`src/shared/spr_defs.svh`:
```
// Constants for the scratchpad and stack register space.
// Overview of operation
// - 128 read/write scratchpad bytes at 00h-7Fh.
// - Lowest 32 bytes form four eight-byte banks.
// - Control registers occupy addresses 80h through FFh.
// - Control registers reached by direct addressing only.
// - Sixteen bytes give 128 bit-addressable locations.
// - Instruction type selects bit or byte meaning.
// - Stack pointer at 81h resets to 07h.
// - Push and call increment the stack pointer.
// - Stack data lives in the scratchpad area.
// - Scratchpad reached only by internal-register instructions.
// - Scratchpad and pointer keep contents without supply.
// - Eight-bit pointer, pre-increment push, post-decrement pop.
// - Bank select maps base 00h/08h/10h/18h.
`ifndef SPR_DEFS_SVH
`define SPR_DEFS_SVH
`define SPR_SCRATCH_DEPTH 128
`define SPR_CTRL_BASE 8'h80
`define SPR_STACK_PTR_ADDR 8'h81
`define SPR_STACK_PTR_RESET 8'h07
`define SPR_BIT_AREA_BASE 7'h20
`define SPR_BIT_SFR_BASE 8'h80
`define SPR_INDIRECT_FILL 8'h00
`endif

```
`src/shared/spr_pkg.sv`:
```
// Types shared by the scratchpad register space.
package spr_pkg;
  typedef enum logic [2:0] {
    SPR_OP_NONE,
    SPR_OP_BYTE,
    SPR_OP_BIT,
    SPR_OP_WREG,
    SPR_OP_PUSH,
    SPR_OP_POP
  } spr_op_e;
  typedef logic [7:0] spr_byte_t;
endpackage

```
`src/hw/spr_register_space.sv`:
```
// Internal register space: scratchpad, banks, bit area and stack.
`include "spr_defs.svh"
module spr_register_space
  import spr_pkg::*;
(
  input wire logic ref_clk,
  input wire logic rst,
  input wire spr_op_e op,
  input wire logic wr_en,
  input wire logic indirect,
  input wire spr_byte_t addr,
  input wire logic [2:0] wreg_sel,
  input wire spr_byte_t wr_data,
  input wire logic bit_wr_data,
  input wire logic [1:0] bank_sel,
  output spr_byte_t rd_data,
  output logic rd_bit,
  output logic sfr_access,
  output spr_byte_t sfr_addr,
  output spr_byte_t stack_top_pointer
);
  // ---------------------------------------------------------------
  // Storage
  // ---------------------------------------------------------------
  // No reset on the array: contents survive rst and power loss.
  // The scratchpad sits in its own space, apart from program and data
  // memory, so no external memory path ever reaches it.
  spr_byte_t scratch_mem [0:`SPR_SCRATCH_DEPTH-1];

  // ---------------------------------------------------------------
  // Internal signals
  // ---------------------------------------------------------------
  spr_byte_t sp_value;
  spr_byte_t sp_plus_one;
  spr_byte_t cur_byte;
  spr_byte_t merged_byte;
  logic [7:0] bit_mask;
  logic [6:0] eff_addr;
  logic [2:0] bit_pos;
  logic eff_hit;
  logic is_push;
  logic is_pop;
  logic direct_ctrl;
  logic byte_wr;
  logic bit_wr;
  logic sp_load;

  // ---------------------------------------------------------------
  // Decoding helpers
  // ---------------------------------------------------------------
  // Control space is the upper half of the register address range.
  function automatic logic is_ctrl(input spr_byte_t a);
    is_ctrl = (a >= `SPR_CTRL_BASE);
  endfunction

  function automatic logic [6:0] bank_addr(input logic [1:0] bank,
                                           input logic [2:0] reg_idx);
    bank_addr = {2'b00, bank, reg_idx};
  endfunction

  // A control-space access counts only when it is direct. Bit
  // instructions always name their bit directly, so the indirect
  // flag is ignored for them.
  function automatic logic ctrl_direct(input spr_op_e o,
                                       input logic ind,
                                       input spr_byte_t a);
    ctrl_direct = is_ctrl(a) &&
                  (((o == SPR_OP_BYTE) && !ind) || (o == SPR_OP_BIT));
  endfunction

  // ---------------------------------------------------------------
  // Operation decode
  // ---------------------------------------------------------------
  // Only one operation arrives per cycle, so the strobes below are
  // mutually exclusive by construction.
  assign is_push = (op == SPR_OP_PUSH);
  assign is_pop = (op == SPR_OP_POP);
  assign direct_ctrl = ctrl_direct(op, indirect, addr);

  // ---------------------------------------------------------------
  // Effective scratchpad address
  // ---------------------------------------------------------------
  // Bit addresses below 80h index the 16-byte area at 20h. The same
  // address value means a byte or a bit depending on the operation.
  always_comb begin
    eff_addr = addr[6:0];
    eff_hit = 1'b0;
    bit_pos = 3'h0;
    case (op)
      SPR_OP_BYTE: begin
        eff_addr = addr[6:0];
        // Indirect access never reaches control space.
        eff_hit = !is_ctrl(addr);
      end
      SPR_OP_BIT: begin
        eff_addr = `SPR_BIT_AREA_BASE + {3'b000, addr[6:3]};
        bit_pos = addr[2:0];
        eff_hit = !is_ctrl(addr);
      end
      SPR_OP_WREG: begin
        eff_addr = bank_addr(bank_sel, wreg_sel);
        eff_hit = 1'b1;
      end
      SPR_OP_PUSH: begin
        eff_addr = sp_plus_one[6:0];
        eff_hit = 1'b1;
      end
      SPR_OP_POP: begin
        eff_addr = sp_value[6:0];
        eff_hit = 1'b1;
      end
      default: begin
        eff_hit = 1'b0;
      end
    endcase
  end

  // ---------------------------------------------------------------
  // Stack pointer
  // ---------------------------------------------------------------
  // Only a direct byte write to the pointer's address loads it; an
  // indirect write into control space is dropped.
  assign sp_load = wr_en && direct_ctrl && (op == SPR_OP_BYTE) &&
                   (addr == `SPR_STACK_PTR_ADDR);

  spr_stack_ptr u_sp (
    .ref_clk(ref_clk),
    .rst(rst),
    .push(is_push),
    .pop(is_pop),
    .load(sp_load),
    .load_data(wr_data),
    .sp_value(sp_value),
    .sp_plus_one(sp_plus_one)
  );

  assign stack_top_pointer = sp_value;

  // ---------------------------------------------------------------
  // Bit lanes
  // ---------------------------------------------------------------
  // One mask bit per lane selects the bit that a bit operation
  // touches, for the read as well as for the merge on write.
  genvar lane;
  generate
    for (lane = 0; lane < 8; lane++) begin : g_lane
      assign bit_mask[lane] = (bit_pos == 3'(lane));
    end
  endgenerate

  assign cur_byte = scratch_mem[eff_addr];

  // A bit write is a read-modify-write of its byte, so the seven
  // neighbouring flags keep their values.
  always_comb begin
    merged_byte = wr_data;
    if (bit_wr) begin
      merged_byte = (cur_byte & ~bit_mask) |
                    ({8{bit_wr_data}} & bit_mask);
    end
  end

  // ---------------------------------------------------------------
  // Scratchpad writes
  // ---------------------------------------------------------------
  // Push stores regardless of wr_en: the pointer and the stored byte
  // move together on the same edge.
  assign byte_wr = eff_hit && ((op == SPR_OP_PUSH) ||
                   (wr_en && ((op == SPR_OP_BYTE) || (op == SPR_OP_WREG))));
  assign bit_wr = wr_en && eff_hit && (op == SPR_OP_BIT);

  always_ff @(posedge ref_clk) begin
    if (byte_wr || bit_wr) begin
      scratch_mem[eff_addr] <= merged_byte;
    end
  end

  // ---------------------------------------------------------------
  // Read path and control-space routing
  // ---------------------------------------------------------------
  // Direct control accesses go out to the peripheral registers; the
  // pointer alone is answered here.
  always_ff @(posedge ref_clk) begin
    if (rst) begin
      sfr_access <= 1'b0;
    end else begin
      sfr_access <= direct_ctrl;
    end
  end

  always_ff @(posedge ref_clk) begin
    if (rst) begin
      sfr_addr <= 8'h00;
    end else begin
      sfr_addr <= addr;
    end
  end

  // The bit answer is only meaningful after a bit operation.
  always_ff @(posedge ref_clk) begin
    if (rst) begin
      rd_bit <= 1'b0;
    end else begin
      rd_bit <= eff_hit ? |(cur_byte & bit_mask) : 1'b0;
    end
  end

  // Indirect reads of control space return a fixed fill value, so
  // software that breaks the direct-only rule sees no stale data.
  always_ff @(posedge ref_clk) begin
    if (rst) begin
      rd_data <= 8'h00;
    end else begin
      if (eff_hit) begin
        rd_data <= cur_byte;
      end else if ((op == SPR_OP_BYTE) && indirect) begin
        rd_data <= `SPR_INDIRECT_FILL;
      end else if ((op == SPR_OP_BYTE) &&
                   (addr == `SPR_STACK_PTR_ADDR)) begin
        rd_data <= sp_value;
      end else begin
        rd_data <= 8'h00;
      end
    end
  end
endmodule

```
`src/hw/spr_stack_ptr.sv`:
```
// Stack pointer register with push and pop arithmetic.
`include "spr_defs.svh"
module spr_stack_ptr
  import spr_pkg::*;
(
  input wire logic ref_clk,
  input wire logic rst,
  input wire logic push,
  input wire logic pop,
  input wire logic load,
  input wire spr_byte_t load_data,
  output spr_byte_t sp_value,
  output spr_byte_t sp_plus_one
);
  spr_byte_t stack_top_pointer_reg;
  spr_byte_t stack_top_pointer_next;

  // Eight-bit sum drops the carry, so the pointer wraps without a flag.
  assign sp_plus_one = stack_top_pointer_reg + 8'h01;
  assign sp_value = stack_top_pointer_reg;

  always_comb begin
    stack_top_pointer_next = stack_top_pointer_reg;
    if (push) begin
      stack_top_pointer_next = sp_plus_one;
    end else if (pop) begin
      stack_top_pointer_next = stack_top_pointer_reg - 8'h01;
    end else if (load) begin
      stack_top_pointer_next = load_data;
    end
  end

  // The pointer is retained register state; only rst restores it.
  always_ff @(posedge ref_clk) begin
    if (rst) begin
      stack_top_pointer_reg <= `SPR_STACK_PTR_RESET;
    end else begin
      stack_top_pointer_reg <= stack_top_pointer_next;
    end
  end
endmodule

```
`config.mk`:
```
export PLATFORM = sky130hd
export DESIGN_NAME = spr_register_space
export DESIGN_NICKNAME = d
export VERILOG_FILES = /design/src/shared/spr_pkg.sv /design/src/hw/spr_register_space.sv /design/src/hw/spr_stack_ptr.sv
export VERILOG_INCLUDE_DIRS = /design/src /design/src/shared
export SDC_FILE = /design/constraint.sdc
export NUM_CORES = 1
export LEC_CHECK = 0
export ABC_AREA = 1
export BUFFER_PORTS_ARGS = -buffer_cell sky130_fd_sc_hd__buf_2
export CAP_MARGIN = 30
export CORE_ASPECT_RATIO = 2
export CORE_MARGIN = 2
export CORE_UTILIZATION = 60
export DETAILED_ROUTE_END_ITERATION = 6
export PLACE_DENSITY = 0.8
export SETUP_SLACK_MARGIN = 0.5
export SKIP_CTS_REPAIR_TIMING = 1
export SYNTH_ARGS = -nofsm -noshare
export SYNTH_HDL_FRONTEND = slang
export SYNTH_HIERARCHICAL = 1
export SYNTH_SLANG_ARGS = --single-unit
```
`constraint.sdc`:
```
create_clock -name ref_clk -period 17.5 [get_ports ref_clk]
set_input_delay 5.25 -clock ref_clk [delete_from_list [all_inputs] [get_ports ref_clk]]
set_output_delay 5.25 -clock ref_clk [all_outputs]
set_load 0.03 [all_outputs]
```
# [Word-level counts from Yosys, hierarchy flattened]
# Memory sizes are Yosys's and may differ from the RTL's.
# Cells that the tools add are included.
[classes] n_lt_le_gt_ge=1 div_mod_pow=0 addsub=3 mux=12 shifts=0 eq_ne=13 n_bitwise=6 multipliers=0 reduce_logical=23
[op_table] op="8-bit 2-to-1 mux" count=7
[op_table] op="7-bit one-hot mux with 4 select lines" count=1
[op_table] op="8-bit AND" count=3
[op_table] op="3-bit equality test (second input constant)" count=6
[op_table] op="3-bit by 2-bit equality test with 1-bit output (second input constant)" count=4
[op_table] op="1-bit logical AND" count=11
[op_table] op="8-bit by 1-bit adder with 8-bit output (second input constant)" count=1
[op_table] op="8-bit equality test (second input constant)" count=1
[op_table] op="8-bit >= comparator (second input constant)" count=1
[op_table] op="8-bit NOT" count=1
[op_table] op="8-bit OR" count=1
[op_table] op="8-bit OR reduction" count=1
[op_table] op="8-bit by 1-bit subtractor with 8-bit output (second input constant)" count=1
[op_table] op="6-bit by 4-bit adder with 7-bit output (first input constant)" count=1
[op_table] op="3-bit by 1-bit equality test with 1-bit output (second input constant)" count=2
[op_table] op="1-bit logical OR" count=4
[op_table] op="2-bit OR reduction" count=2
[op_table] op="3-bit logical NOT" count=1
[op_table] op="3-bit 2-to-1 mux" count=1
[op_table] op="3-bit nonzero test" count=1
[op_table] op="3-bit OR reduction" count=1
[op_table] op="1-bit logical NOT" count=2
[op_table] op="1-bit 2-to-1 mux" count=2
[op_table] op="1-bit one-hot mux with 2 select lines" count=1
[op_table] op="1-bit NOT" count=1
[word_totals] memories=1 latchBits=0 romBits=0 ff_bits=26 ram_bits=1024
[memory_table] name="scratch_mem" depth=128 word_bits=8 read_ports=1 rd_clocked_by_memory_dff=0 write_ports=1 line_no="spr_register_space.sv:28" rtl="spr_byte_t scratch_mem [0:`SPR_SCRATCH_DEPTH-1];"

# [Logic depth before layout (Yosys ltp)]
[depth] depth_word=10 ltp_mapped=24 ltp_nobuf=20

# [Cells and area by module]
# The synthesis kept the hierarchy.
[modules_own_cells] mod="spr_register_space" cells_each=4299 seq_area_each_um2=31109.8 instances=1 area_each_um2=45080.7
[modules_own_cells] mod="spr_stack_ptr" cells_each=122 seq_area_each_um2=160.2 instances=1 area_each_um2=723.2

# [Least setup slack after synthesis]
# OpenSTA, ideal clock, no wires.
[synth_timing] path_kind="input to register" startpoint="input op[1]" endpoint="memory scratch_mem[0][1] in the netlist's numbering, data pin" required_time_ps=16303 n_path_buf=2 setup_time_ps=1197 stages=19 arrival_ps=11942 slack_ps=4361 cell_sequence="buf_6 > nor2_2 > nand2_1 > inv_2 > nand2_1 > o21ai_1 > a21oi_1 > nand2_1 > inv_1 > nor2_2 > clkbuf_1 > o21ai_0 > nand2_1 > nor2_1 > nor2_1 > nor2_1 > nand2_1 > nor2_1 > o21ai_0"
[synth_between] word_cells_on_any_way=19 cone_classes="eq/ne: 6; mux: 4; bitwise: 4; reduce/logical: 4; memory: 1"
[synth_rtl] element="start, declared" line_no="spr_register_space.sv:8" rtl="input wire spr_op_e op,"
[synth_rtl] element="3-bit equality test (*)"
[synth_rtl] element="named net is_push" line_no="spr_register_space.sv:41" rtl="logic is_push;"
[synth_rtl] element="7-bit one-hot mux with 4 select lines / 3-bit OR reduction (equally long branches)"
[synth_rtl] element="memory read 128 x 8 bit / 1-bit one-hot mux with 2 select lines (equally long branches)"
[synth_rtl] element="8-bit AND / 1-bit logical AND (equally long branches)" line_no="spr_register_space.sv:158, spr_register_space.sv:170"
[synth_rtl] element="8-bit OR / 1-bit logical AND (equally long branches)" line_no="spr_register_space.sv:158, spr_register_space.sv:170"
[synth_rtl] element="8-bit 2-to-1 mux (*)" line_no="spr_register_space.sv:157" rtl="if (bit_wr) begin"
[synth_rtl] element="named net merged_byte[1]" line_no="spr_register_space.sv:36" rtl="spr_byte_t merged_byte;"
[synth_rtl] element="end, declared" line_no="spr_register_space.sv:28"
# The timed path passes the listed nets; every way through them passes the cells marked *.

# [Final worst setup path]
[layout_timing] startpoint="input op[2]" endpoint="memory scratch_mem[99][1] in the netlist's numbering, data pin"
[layout_between] elab_chain_len=7 word_cells_on_any_way=19 cone_classes="eq/ne: 6; mux: 4; bitwise: 4; reduce/logical: 4; memory: 1"
[layout_rtl] element="branches (longest 6 deep; another with memory read 128 x 8 bit)"
[layout_rtl] element="8-bit 2-to-1 mux (*)" line_no="spr_register_space.sv:157"
[layout_rtl] element="named net merged_byte[1]" line_no="spr_register_space.sv:36"
# Mark *: on every way through the listed nets, which the timed path passes.

==> results_dict.tcl <==
set metrics [dict create \
    status "finished, violations left" \
    failed_checks "DRC" \
    gp_congestion 0.958 \
    critPathRequiredTime_ns 17.77 \
    grt_pass1_vias 30900 \
    path_class "primary input to flop" \
    drtIter0Drc 3300 \
    cts_buffers 83 \
    start_util_pct 60.4 \
    syn_avg_cell_area_um2 10.4 \
    rsz0062_at_grt "no" \
    synth_area_leaders "edfxtp_1 67%, nand2_1 9.3%, nor2_1 5.6%" \
    fin_crit_ns 10.95 \
    synth_area_um2 45800 \
    track_usage_pct 30.2 \
    drc_errors 1 \
    die_w_um 199 \
    synth_cells 4421 \
    power_per_cell_area_nw_per_um2 107 \
    cts_max_path_buffers 3 \
    pre_cts_ws_ns 6.17 \
    tns_ns 0 \
    dpl.cell_count 5340 \
    clock.fmax_mhz 91.3 \
    grt_pass1_wl_mm 175 \
    hold_path_class "flop to flop" \
    area_growth_pct 8.44 \
    p_comb_share_pct 12.0 \
    setup_ws_ns 6.55 \
    slew_viol_final 0 \
    core_um2 75900 \
    p_clk_share_pct 35.6 \
    startpoint_type "primary input" \
    ios 55 \
    path_max_fanout 198 \
    hold_viol_final 0 \
    finClkSkew_ns 0.0279 \
    maxCapViolCount 0 \
    worst_setup_path_end_kind "flop" \
    yosys.area.top_type_share_pct 67.1 \
    p_int_mw 3.95 \
    clock_latency_ns 0.66 \
    ys_seq_area_share_pct 68.3 \
    clkSinkCount 1050 \
    yosys.area.top_type "edfxtp_1" \
    grt_max_degree 199 \
    critPathArrivalTime_ns 11.22 \
    drive_gt1_share_pct 7.77 \
    via_per_inst 5.70 \
    finalNonFillerCells 5492 \
    dpl.hpwl_mm 70.4 \
    clockRootBuffer "clkbuf_16" \
    dieHeight_um 395 \
    hold_ws_ns 0.612 \
    row_count 143 \
    antenna_found_initial 1 \
    sw_frac_of_total_pct 25.6 \
    cts_tree "built" \
    tightest_slew_ns 1.04 \
    overflow 0 \
    htree_levels 3 \
    dr.pass1.iters 7 \
    wl_per_cell_um 21.5 \
    p_sw_mw 1.36 \
    syn_nets 4452 \
    relSlewSlack_pct 30.5 \
    ys_seq_elements 1050 \
    synthDistinctLibCells 41 \
    finalSetupViolations 0 \
    power_mw 5.30 \
    n_fill_cell 5447 \
    final_area_um2 49700 \
    final_antenna_net_count 0 \
    yosysWarnings 6 \
    p_leak_nw 20.0 \
    ir_drop_mv 0.0688 \
    fin_crit_sh_pct 62.6 \
    power.share.sequential_pct 52.4 \
    port_buffers 54 \
    post-route-util_pct 65.5 \
    dpl-instance-area_um2 46900 \
    dieArea_um2 78700 \
    routed_wl_mm 118 \
    nets 4444 \
    vias 31300 \
    clkTransAtPathRegs_ns 0.06 \
]
[routing by layer]
| metal | up-vias | GRT usage, % | share of wire [%] |
|---|---|---|---|
| met3 | 539 | 6.10 | 8.4 |
| met4 | 0 | 24.4 | 9.2 |
| met1 | 14700 | 31.7 | 32 |
| li1 | 14300 | - | - |
| met5 | - | 0 | 0 |
| met2 | 1701 | 51.9 | 50 |
[layout by cell type, fill, tap and decap left out, types with 21 or more instances in the layout]
cell and n:
o21ai_0 61, edfxtp_1 1024, o211ai_1 100, nand3b_1 43
inv_1 587, nand2_1 1128, or2_2 86, o21ai_1 101
buf_2 54, clkbuf_16 86, or2_1 43, nor2_1 675
nand3_1 243, buf_4 43, or2_0 21, dfxtp_1 26
[power by group through the flow]
stage	Combinational (mW)	Sequential (mW)	Clock (mW)
after global routing	0.684	2.78	1.99
final	0.637	2.78	1.89
after detailed placement	0.613	2.83	0
after floorplan	0.387	2.85	0
after global placement	0.598	2.83	0
after CTS	0.617	2.78	1.89
[kinds of logic after synthesis]
group	count (synthesis)	share of synthesized area, %
DFF	1050	68.3
adders and majority gates	2	0.0546
xor gates and xnor gates	4	0.0929
buffers and inverters	792	7.03
and+or+nand+nor	2281	20.7
AOI/OAI and AO/OA	292	3.81
[sequential cells by signal, summed over array words and instances, names as in the netlist]
register,flops
sfr_access,1
rd_bit,1
sfr_addr,8
u_sp/sp_value,8
rd_data,8
scratch_mem,1024
[worst paths after layout]
| kind | from | endpoint | slack, ns | depth (start not counted) |
|---|---|---|---|---|
| setup / recovery | op[2] | scratch_mem[99][1]$_DFFE_PP_ | 6.55 | 22 |
| hold / removal | u_sp/sp_value[7]$_SDFFE_PP0P_ | rd_data[7]$_SDFF_PP0_ | 0.61 | 1 |
| setup reg to reg | u_sp/sp_value[0]$_SDFFE_PP1P_ | scratch_mem[99][1]$_DFFE_PP_ | 10.91 | 20 |
| hold reg to reg | u_sp/sp_value[7]$_SDFFE_PP0P_ | rd_data[7]$_SDFF_PP0_ | 0.61 | 1 |
[critical path: stages]
cell	delay, ns
buf_2	0.20
inv_1	0.13
nand2_1	0.10
nand2_2	0.10
inv_2	0.09
nand2_2	0.08
nand3_4	0.57
buf_4	0.71
buf_12	0.54
nand2_1	0.15
o211ai_1	0.16
nand2_1	0.08
o21ai_1	0.41
nand2_1	0.19
nor2_1	0.20
nor2_1	0.05
nor2_1	0.60
nand2_1	0.16
nor2_1	0.21
o21ai_4	0.06
buf_4	0.33
buf_4	0.44
[area by class of cell]
cell class                 instances  area [µm²]  area share, %
clock inverter                    43         418          0.841
clock buffer                     105        2260           4.56
tap                             1015        1270           2.56
inverter                         594        2240           4.51
timing repair buffer             105         776           1.56
antenna                            1        2.50        0.00504
multi-input combinational       2579       11400           23.0
sequential                      1050       31300           63.0
[synthesized netlist by cell type]
master and n:
a22o_1 4, o21ai_0 62, or2_0 21, inv_4 2, a22oi_1 1, buf_2 105
clkbuf_1 55, a21oi_1 15, or2_2 86, ha_1 2, a31oi_1 3, buf_1 10
xor2_1 3, clkbuf_4 1, nand4_1 7, nand3_1 243, dfxtp_1 26, o21bai_1 1
o221ai_1 1, buf_6 4, or2_1 43, nor4_1 1, nand2_2 5, o21ai_1 102
clkbuf_2 3, nand3b_1 43, a211oi_1 2, nand3_4 1, inv_2 5, nor2_1 679
inv_1 587, xor2_2 1, a21boi_0 1, edfxtp_1 1024, buf_4 20, nor3_1 8
nor2_4 1, nand3_2 3, nor2_2 5, nand2_1 1135, o211ai_1 100
(Power assumes the default switching activity.)
